## src/damping_filter_defs.vh

```
`ifndef DAMPING_FILTER_DEFS_VH
`define DAMPING_FILTER_DEFS_VH

// register byte offsets on the apb bus
`define DF_OFF_FREQ        8'h00
`define DF_OFF_SETTING     8'h04
`define DF_OFF_DEPTH       8'h08
`define DF_OFF_WIDTH       8'h0c
`define DF_OFF_CTRL        8'h10
`define DF_OFF_STATUS      8'h14
`define DF_OFF_MODEL_BASE  8'h18
`define DF_OFF_MODEL_LAST  8'h2c

// reset values of the software registers
`define DF_RST_PARAM       16'h0000
`define DF_RST_WORD        32'h00000000

// fourth channel limits, frequencies in 0.1 Hz
`define DF_FREQ_MAX        16'h0bb8
`define DF_FREQ_OFF_MAX    16'h0004
`define DF_SETTING_MAX     16'h05dc
`define DF_DEPTH_MAX       16'h03e8
`define DF_WIDTH_MAX       16'h03e8
`define DF_WIDTH_MIN       16'h000a
`define DF_WIDTH_DEFAULT   16'h0064

// model-type limits, frequencies in 0.1 Hz
`define DF_MODEL_MIN       16'h0032
`define DF_MODEL_MAX       18'h00bb8
`define DF_RATIO_LIMIT     3
`define DF_SWSEL_PAIR      4'h4

// control and status field positions
`define DF_CTRL_SWSEL_HI   3
`define DF_ST_ENABLE       0
`define DF_ST_ACTIVE_LO    1
`define DF_ST_CONV_LO      3
`define DF_ST_OFF_LO       5
`define DF_ST_PENDING      7
`define DF_ST_SETTING_LO   16

// coefficient computation delay
`define DF_COMPUTE_TIME_NS 1000
`define DF_CLK_PERIOD_NS   20
`define DF_COMPUTE_CYCLES \
    ((`DF_COMPUTE_TIME_NS + `DF_CLK_PERIOD_NS - 1) / `DF_CLK_PERIOD_NS)

`endif

```

## src/damping_filter_param_ctrl.v

```verilog
// Function
// - fourth frequency 0..3000 in 0.1 Hz; values 0..4 disable the channel
// - filter setting 0..1500, clamped to min(frequency, 3000 minus frequency)
// - depth 0..1000; zero deepest, depth falls as value rises
// - width 10..1000 used directly; 0..9 behaves as 100
// - model filter active only in position control with two-dof enabled
// - conventional unless 5.0 <= anti <= resonance <= 300.0 Hz
// - conventional unless anti <= response <= 4*anti <= 300.0 Hz
// - selection 4, both models on, ratio product above 8: second conventional
// - conventional maps anti to frequency, anti ratio to depth, response
// - model function off only when all five model values are zero
// - new values apply after compute delay; a switch holds them off
//
// Our own choices: the APB register port and the placing of the registers.
`include "damping_filter_defs.vh"
`default_nettype none

module damping_filter_param_ctrl #(
    parameter COMPUTE_CYCLES = `DF_COMPUTE_CYCLES
) (
    input  wire        clk_sys,
    input  wire        rst_n,
    input  wire        psel,
    input  wire        penable,
    input  wire        pwrite,
    input  wire [7:0]  paddr,
    input  wire [31:0] pwdata,
    output reg  [31:0] prdata,
    output reg         pready,
    output reg         pslverr,
    input  wire        posCtrlMode,
    input  wire        twoDofEnable,
    input  wire        filterSwitch,
    output reg  [15:0] dampFreq,
    output reg  [15:0] dampSetting,
    output reg  [15:0] dampDepth,
    output reg  [15:0] dampWidth,
    output reg         dampEnable,
    output reg  [1:0]  modelActive,
    output reg  [1:0]  modelConventional,
    output reg  [1:0]  modelOff,
    output reg  [31:0] convFreq,
    output reg  [31:0] convDepth,
    output reg  [31:0] convSetting,
    output reg         updatePending
);

    // reload value of the computation delay counter
    localparam [15:0] COMPUTE_LOAD = COMPUTE_CYCLES[15:0];

    // software registers
    reg  [15:0] freq_r;
    reg  [15:0] setting_r;
    reg  [15:0] depth_r;
    reg  [15:0] width_r;
    reg  [3:0]  swSel_r;
    reg  [31:0] modelReg_r [0:5];

    // pin synchronisers and edge history
    reg  [2:0]  posSync_r;
    reg  [2:0]  dofSync_r;
    reg  [2:0]  swSync_r;
    reg  [15:0] delayCnt_r;

    // bus decode; accessPh is the access phase, done its last edge
    reg         hit;
    reg  [31:0] readMux;
    reg  [31:0] statusWord;
    wire        accessPh = psel & penable;
    wire        done     = accessPh & pready;
    wire        wrEn     = done & pwrite & hit;
    wire [7:0]  modelOfs = paddr - `DF_OFF_MODEL_BASE;
    wire [2:0]  modelIdx = modelOfs[4:2];
    wire        modelHit = (paddr >= `DF_OFF_MODEL_BASE) &&
                           (paddr <= `DF_OFF_MODEL_LAST) &&
                           (paddr[1:0] == 2'b00);

    // synchronised pin levels and events
    wire        posCtrl   = posSync_r[1];
    wire        twoDof    = dofSync_r[1];
    wire        modeEdge  = (posSync_r[1] ^ posSync_r[2]) |
                            (dofSync_r[1] ^ dofSync_r[2]);
    wire        switchEvt = swSync_r[1] ^ swSync_r[2];

    // fourth channel next values
    reg  [15:0] setLimit;
    reg  [15:0] settingNxt;
    reg  [15:0] widthNxt;
    wire        enableNxt = (freq_r > `DF_FREQ_OFF_MAX);

    // per-model evaluation
    wire [1:0]  off;
    wire [1:0]  ok;
    wire [15:0] antiF [0:1];
    wire [15:0] antiA [0:1];
    wire [15:0] respF [0:1];

    // address decode and read data; an unmapped offset clears hit
    // so the slave can answer it with an error
    always @*
    begin
        hit = 1'b1;
        readMux = `DF_RST_WORD;
        case (paddr)
            `DF_OFF_FREQ:    readMux = {16'h0000, freq_r};
            `DF_OFF_SETTING: readMux = {16'h0000, setting_r};
            `DF_OFF_DEPTH:   readMux = {16'h0000, depth_r};
            `DF_OFF_WIDTH:   readMux = {16'h0000, width_r};
            `DF_OFF_CTRL:    readMux = {28'h0000000, swSel_r};
            `DF_OFF_STATUS:  readMux = statusWord;
            default:
            begin
                if (modelHit)
                    readMux = modelReg_r[modelIdx];
                else
                    hit = 1'b0;
            end
        endcase
    end

    // status word assembled field by field from the applied set and the pending flag
    always @*
    begin
        statusWord = `DF_RST_WORD;
        statusWord[`DF_ST_ENABLE]           = dampEnable;
        statusWord[`DF_ST_ACTIVE_LO +: 2]   = modelActive;
        statusWord[`DF_ST_CONV_LO +: 2]     = modelConventional;
        statusWord[`DF_ST_OFF_LO +: 2]      = modelOff;
        statusWord[`DF_ST_PENDING]          = updatePending;
        statusWord[`DF_ST_SETTING_LO +: 16] = dampSetting;
    end

    // apb slave: one wait state, error on unmapped address
    // pready toggles, so every access phase lasts exactly two cycles;
    // prdata is launched with pready and holds its value until the next access
    always @(posedge clk_sys or negedge rst_n)
    begin
        if (!rst_n)
        begin
            pready  <= 1'b0;
            pslverr <= 1'b0;
            prdata  <= `DF_RST_WORD;
        end
        else
        begin
            pready  <= accessPh & ~pready;
            pslverr <= accessPh & ~pready & ~hit;
            if (accessPh && !pready)
                prdata <= pwrite ? `DF_RST_WORD : readMux;
        end
    end

    // register writes with range clamping at entry
    // clamping here lets readback show the range-limited value, before the setting limit and width default;
    // the status offset is read-only; a write stores nothing and raises no error but still starts the computation delay
    always @(posedge clk_sys or negedge rst_n)
    begin : regWrite
        integer i;
        if (!rst_n)
        begin
            freq_r    <= `DF_RST_PARAM;
            setting_r <= `DF_RST_PARAM;
            depth_r   <= `DF_RST_PARAM;
            width_r   <= `DF_RST_PARAM;
            swSel_r   <= 4'h0;
            for (i = 0; i < 6; i = i + 1)
                modelReg_r[i] <= `DF_RST_WORD;
        end
        else if (wrEn)
        begin
            case (paddr)
                `DF_OFF_FREQ:
                    freq_r <= (pwdata[15:0] > `DF_FREQ_MAX) ?
                              `DF_FREQ_MAX : pwdata[15:0];
                `DF_OFF_SETTING:
                    setting_r <= (pwdata[15:0] > `DF_SETTING_MAX) ?
                                 `DF_SETTING_MAX : pwdata[15:0];
                `DF_OFF_DEPTH:
                    depth_r <= (pwdata[15:0] > `DF_DEPTH_MAX) ?
                               `DF_DEPTH_MAX : pwdata[15:0];
                `DF_OFF_WIDTH:
                    width_r <= (pwdata[15:0] > `DF_WIDTH_MAX) ?
                               `DF_WIDTH_MAX : pwdata[15:0];
                `DF_OFF_CTRL:
                    swSel_r <= pwdata[`DF_CTRL_SWSEL_HI:0];
                default:
                begin
                    if (modelHit)
                        modelReg_r[modelIdx] <= pwdata;
                end
            endcase
        end
    end

    // two-flop synchronisers plus one history flop for edges
    // the third flop only remembers the last synchronised level,
    // so a toggle of either polarity gives one single-cycle event
    always @(posedge clk_sys or negedge rst_n)
    begin
        if (!rst_n)
        begin
            posSync_r <= 3'b000;
            dofSync_r <= 3'b000;
            swSync_r  <= 3'b000;
        end
        else
        begin
            posSync_r <= {posSync_r[1:0], posCtrlMode};
            dofSync_r <= {dofSync_r[1:0], twoDofEnable};
            swSync_r  <= {swSync_r[1:0], filterSwitch};
        end
    end

    // fourth channel setting clamp and width default
    // the setting never exceeds the distance to either band edge
    always @*
    begin
        if (freq_r < (`DF_FREQ_MAX - freq_r))
            setLimit = freq_r;
        else
            setLimit = `DF_FREQ_MAX - freq_r;
        settingNxt = (setting_r > setLimit) ? setLimit : setting_r;
        widthNxt = (width_r < `DF_WIDTH_MIN) ?
                   `DF_WIDTH_DEFAULT : width_r;
    end

    // per-model range checks and disable detection
    // a model counts as off only when all five values are zero;
    // any nonzero value keeps it at least in conventional mode
    genvar m;
    generate
        for (m = 0; m < 2; m = m + 1)
        begin : model
            wire [15:0] resF  = modelReg_r[3*m][31:16];
            wire [15:0] resA  = modelReg_r[3*m+1][31:16];
            wire [17:0] anti4 = {antiF[m], 2'b00};
            assign antiF[m] = modelReg_r[3*m][15:0];
            assign antiA[m] = modelReg_r[3*m+1][15:0];
            assign respF[m] = modelReg_r[3*m+2][15:0];
            assign off[m] = (resF == 16'h0000) && (resA == 16'h0000) &&
                            (antiF[m] == 16'h0000) &&
                            (antiA[m] == 16'h0000) &&
                            (respF[m] == 16'h0000);
            assign ok[m] = (antiF[m] >= `DF_MODEL_MIN) &&
                           (antiF[m] <= resF) &&
                           ({2'b00, resF} <= `DF_MODEL_MAX) &&
                           (respF[m] >= antiF[m]) &&
                           ({2'b00, respF[m]} <= anti4) &&
                           (anti4 <= `DF_MODEL_MAX);
        end
    endgenerate

    // mode selection across both model filters
    // a model that is not off but may not run model-type falls back
    // to conventional, so exactly one of the three states holds
    wire        runModel  = posCtrl & twoDof;
    wire [1:0]  capable   = ok & ~off;
    wire [31:0] respProd  = {16'h0000, respF[0]} *
                            {16'h0000, respF[1]};
    wire [31:0] antiProd  = {16'h0000, antiF[0]} *
                            {16'h0000, antiF[1]};
    wire [34:0] respWide  = {3'b000, respProd};
    wire [34:0] antiWide  = {3'b000, antiProd} << `DF_RATIO_LIMIT;
    wire        ratioTrip = (swSel_r == `DF_SWSEL_PAIR) && runModel &&
                            (capable == 2'b11) &&
                            (respWide > antiWide);
    wire [1:0]  activeNxt = {capable[1] & runModel & ~ratioTrip,
                             capable[0] & runModel};
    wire [1:0]  convNxt   = ~off & ~activeNxt;

    // computation delay, restarted by changes and by filter switches
    // a switch while pending holds the new set off for a full delay;
    // apply is blocked in the cycle that a restart arrives
    wire        change = wrEn | modeEdge;
    wire        apply  = updatePending && (delayCnt_r == 16'h0001) &&
                         !switchEvt && !change;

    // pending flag and delay counter; a change wins over apply
    always @(posedge clk_sys or negedge rst_n)
    begin
        if (!rst_n)
        begin
            delayCnt_r    <= 16'h0000;
            updatePending <= 1'b0;
        end
        else if (change || (updatePending && switchEvt))
        begin
            delayCnt_r    <= COMPUTE_LOAD;
            updatePending <= 1'b1;
        end
        else if (apply)
        begin
            delayCnt_r    <= 16'h0000;
            updatePending <= 1'b0;
        end
        else if (updatePending)
            delayCnt_r <= delayCnt_r - 16'h0001;
    end

    // applied coefficient set, all fields updated on one edge
    // fields only move together, so the filter never sees a mix
    // of old and new coefficients or an old mode with new values
    always @(posedge clk_sys or negedge rst_n)
    begin
        if (!rst_n)
        begin
            dampFreq          <= `DF_RST_PARAM;
            dampSetting       <= `DF_RST_PARAM;
            dampDepth         <= `DF_RST_PARAM;
            dampWidth         <= `DF_WIDTH_DEFAULT;
            dampEnable        <= 1'b0;
            modelActive       <= 2'b00;
            modelConventional <= 2'b00;
            modelOff          <= 2'b11;
            convFreq          <= `DF_RST_WORD;
            convDepth         <= `DF_RST_WORD;
            convSetting       <= `DF_RST_WORD;
        end
        else if (apply)
        begin
            dampFreq          <= freq_r;
            dampEnable        <= enableNxt;
            dampSetting       <= settingNxt;
            dampDepth         <= depth_r;
            dampWidth         <= widthNxt;
            modelActive       <= activeNxt;
            modelConventional <= convNxt;
            modelOff          <= off;
            convFreq    <= {convNxt[1] ? antiF[1] : 16'h0000,
                            convNxt[0] ? antiF[0] : 16'h0000};
            convDepth   <= {convNxt[1] ? antiA[1] : 16'h0000,
                            convNxt[0] ? antiA[0] : 16'h0000};
            convSetting <= {convNxt[1] ? respF[1] : 16'h0000,
                            convNxt[0] ? respF[0] : 16'h0000};
        end
    end

endmodule // damping_filter_param_ctrl

`default_nettype wire

```

## config.mk

```make
export PLATFORM = sky130hd
export DESIGN_NAME = damping_filter_param_ctrl
export DESIGN_NICKNAME = d
export VERILOG_FILES = /design/src/damping_filter_param_ctrl.v
export VERILOG_INCLUDE_DIRS = /design/src
export SDC_FILE = /design/constraint.sdc
export NUM_CORES = 2
export LEC_CHECK = 0
export ABC_AREA = 1
export BUFFER_PORTS_ARGS = -buffer_cell sky130_fd_sc_hd__buf_2
export CAP_MARGIN = 30
export CORE_MARGIN = 2
export CORE_UTILIZATION = 40
export CTS_CLUSTER_DIAMETER = 30
export CTS_CLUSTER_SIZE = 16
export DETAILED_ROUTE_END_ITERATION = 10
export GPL_TIMING_DRIVEN = 1
export HOLD_SLACK_MARGIN = 0.03
export PLACE_DENSITY = 0.53
export SETUP_SLACK_MARGIN = 0.15
export SLEW_MARGIN = 10
export SYNTH_ARGS = -nofsm -noshare
export SYNTH_HDL_FRONTEND = slang
export SYNTH_SLANG_ARGS = --single-unit
```

## constraint.sdc

```tcl
create_clock -name clk_sys -period 9.6 [get_ports clk_sys]
set_input_delay 1.92 -clock clk_sys [delete_from_list [all_inputs] [get_ports clk_sys]]
set_output_delay 1.92 -clock clk_sys [all_outputs]
set_load 0.02 [all_outputs]
```

==> summary.txt <==
Die
  – Core box area: between 100000 and 150000 µm²
  – Core Rows: approximately 120
  – Initial core utilization: 0.404
  – Die area: 109000 µm²
  – Die X-Extent: approximately 330 µm
  – I/O pins: 250
  – Die Y: between 300 and 400 µm

Synth
  – Yosys top cell by area: dfrtp_1
  – EDFF count, synth: 0
  – Synth Net Count: approximately 6200
  – Gate Count Post-Synth: 5408
  – Post-synth cell types: 56
  – Yosys warns: 0
  – Area share of the largest cell type after synthesis: 0.283
  – Top_reg_cell synth: dfrtp_1
  – Seq cells post-synth: a little under 500
  – Mapped Area: between 40000 and 50000 µm²
  – Syn_area_per_cell: 7.89 µm²
  – Sequential area share after synthesis: 0.286
  – Largest cells by area after synthesis: dfrtp_1, fa_1, nand2_1
  – Asr flop ratio synth: 1.00

Clock network
  – CTS tree: built
  – Worst skew pair latency: roughly 0.70 ns
  – CTS Buf Count: 113
  – Hold Buf Count CTS: 0
  – Number of post-CTS setup repair buffers: 0
  – Root Driver: clkbuf_16
  – Clk slew on worst S/H paths: ~0.05 ns
  – CTS H-tree depth: 3
  – # clock sinks: between 400 and 500
  – Clk buf depth: 3
  – Resized cells post-CTS: 0

Detailed routing
  – Routed wire length: about 150000 µm
  – Avg Vias per Cell: 5.23
  – DRT antenna net count: 0
  – Vias: 37075
  – Remaining DRCs: 0
  – DR iter-0 viols: 3122
  – Routed len/inst: around 22 µm
  – DRT Pass-1 Iters: 7

STA
  – Final min period: between 8 and 9 ns
  – Worst setup margin: about 1.1 ns
  – Final Hold Fails: 0
  – Final Max Slew Viols: 0
  – RSZ-0062 raised after global routing: no
  – Clock Skews: around 0.042 ns
  – Worst-margin pin slew: ~1.0 ns
  – Slew headroom: 0.317
  – Max Fclk: ~0.12 GHz
  – Final setup TNS: 0 ns
  – Setup-failing EPs final: 0
  – Fin crit share: 0.885

Setup path
  – Largest delay contributor family on the critical path: adder cells
  – R2r setup slk: 1.10 ns
  – CP Max Fanout: 30
  – Crit. End Element: flop
  – Req. time, crit path: about 10 ns
  – Worst-path cell with the longest stage delay: dfrtp_1
  – Critical path class: flop to flop
  – CP max stage delay: ~0.80 ns
  – Arrival time worst endpoint: 9.12 ns
  – Type of origin of the critical path: flop
  – WP buf/inv: 8

Global routing
  – GRT Total Usage: 0.283
  – Largest net degree at the start of global routing: between 100 and 150
  – GRT overflow: 0
  – Vias in the first global route: ~37000
  – Initial antenna violation count: 5
  – First-pass GRT wire length: roughly 230000 µm

Pwr
  – Pwr dens: between 100 and 150 nW/µm²
  – Peak VDD IR: 0.000124 V
  – LEAKAGE: about 0.027 µW
  – Power Total: approximately 6500 µW

Cells and area
  – Post-layout nets: about 6400
  – Final core utilization: 0.471
  – Commonest non-fill, non-tap cell in the layout: nand2_1
  – Area growth, synth to finish: 16.5%
  – Fraction of layout cells with a size suffix above 1: 0.102
  – Commonest cells after routing, fill and taps aside: nand2_1, inv_1, dfrtp_1

Status
  – Outcome: complete, no violations

Flow run
  – MaxCap Viol Count: 0

Placed design
  – Port Buffers: between 200 and 250
  – Place WS: 1.18 ns
  – Post-DP HPWL: 117000 µm
  – RePlAce Congestion: about 1.0

Hold path
  – Class of the worst hold path: flop to flop
registers in the layout, indices dropped and copies added, names as in the netlist, 4 cells and up:
name and flops:
freq_r 16, dampSetting 16, dampDepth 16, swSel_r 4
delayCnt_r 16, antiA 32, dampFreq 16, width_r 16
dampWidth 16, setting_r 16, convSetting 32, convDepth 32
antiF 32, depth_r 16, prdata 32, convFreq 32
modelReg_r 128
final cells by class:
cell class              instances  area (µm²)
well taps                    1391        1740
flip-flops and latches        487       12200
repair buffers                337        2050
diodes                          1        2.50
clock buffers                 143        3110
multi-input cells            3563       25400
inverters                    1098        4120
fillers                     10518       55800
clock inverters                70        1110
Yosys cell counts (7+ instances only):
library cell,n
a32o_1,19
fa_1,388
inv_2,10
a21boi_0,10
a21oi_1,170
o21ai_0,475
o21bai_1,7
nand3_1,168
a31oi_1,13
buf_1,44
o21ai_1,19
xnor2_1,28
xor2_1,38
buf_2,32
inv_1,1081
nor3_1,39
nor2_1,157
nand2_1,1396
a2111oi_0,9
o221ai_1,7
nor4_1,33
ha_1,359
dfrtp_1,482
clkbuf_1,180
nand4_1,57
o22ai_1,87
worst register-to-register path, delay by kind of cell (launching register included):
kind,cells,cell delay [ns]
adders and majority gates,8,3.54
and+or+nand+nor,11,1.54
AOI/OAI and AO/OA,7,1.21
buffers and inverters,8,1.19
DFF,1,0.80
xor gates and xnor gates,1,0.16
kinds of logic (layout without fill, tap and decap cells):
group	after synthesis	after routing	share of synthesized area
AO/OA/AOI/OAI	875	875	0.114
XOR/XNOR	66	66	0.0135
adder cells (fa/ha/maj)	747	747	0.287
buffers and inverters	1358	1648	0.121
flip-flops	487	487	0.286
other	0	1	0
AND/OR/NAND/NOR	1875	1875	0.178
power breakdown:
| group | switching, µW | internal [µW] | leakage, µW |
|---|---|---|---|
| Clock | 1310 | 2900 | 0.00199 |
| Sequential | 9.16 | 2070 | 0.00655 |
| Combinational | 197 | 52.9 | 0.0189 |
| Total | 1510 | 5020 | 0.0274 |
through the flow:
stage,cells,hold WS [ns],instance area (µm²)
detailed placement,6873,0.340,45500
global placement,6869,0.331,45400
finish,7090,0.352,49700
global route,7090,0.361,49700
floorplan,5408,0.331,42700
CTS,7086,0.358,49700
path summary, 6_finish.rpt:
kind	from	end	cells after the start
setup / recovery	modelReg_r[104]$_DFFE_PN0P_	convSetting[31]$_DFFE_PN0P_	35
hold / removal	swSync_r[0]$_DFF_PN0_	swSync_r[1]$_DFF_PN0_	0
setup reg to reg	modelReg_r[104]$_DFFE_PN0P_	convSetting[31]$_DFFE_PN0P_	35
hold reg to reg	swSync_r[0]$_DFF_PN0_	swSync_r[1]$_DFF_PN0_	0
max in group asynchronous	rst_n	convFreq[30]$_DFFE_PN0P_	3
min in group asynchronous	rst_n	dampDepth[13]$_DFFE_PN0P_	1
routing by layer:
metal,wire [µm],GRT usage,up-vias
li1,-,-,17325
met1,64400,0.377,18138
met2,70500,0.456,1322
met3,10600,0.0405,286
met4,7140,0.127,4
met5,25,0,-
Power figures use the tool's default switching activity.
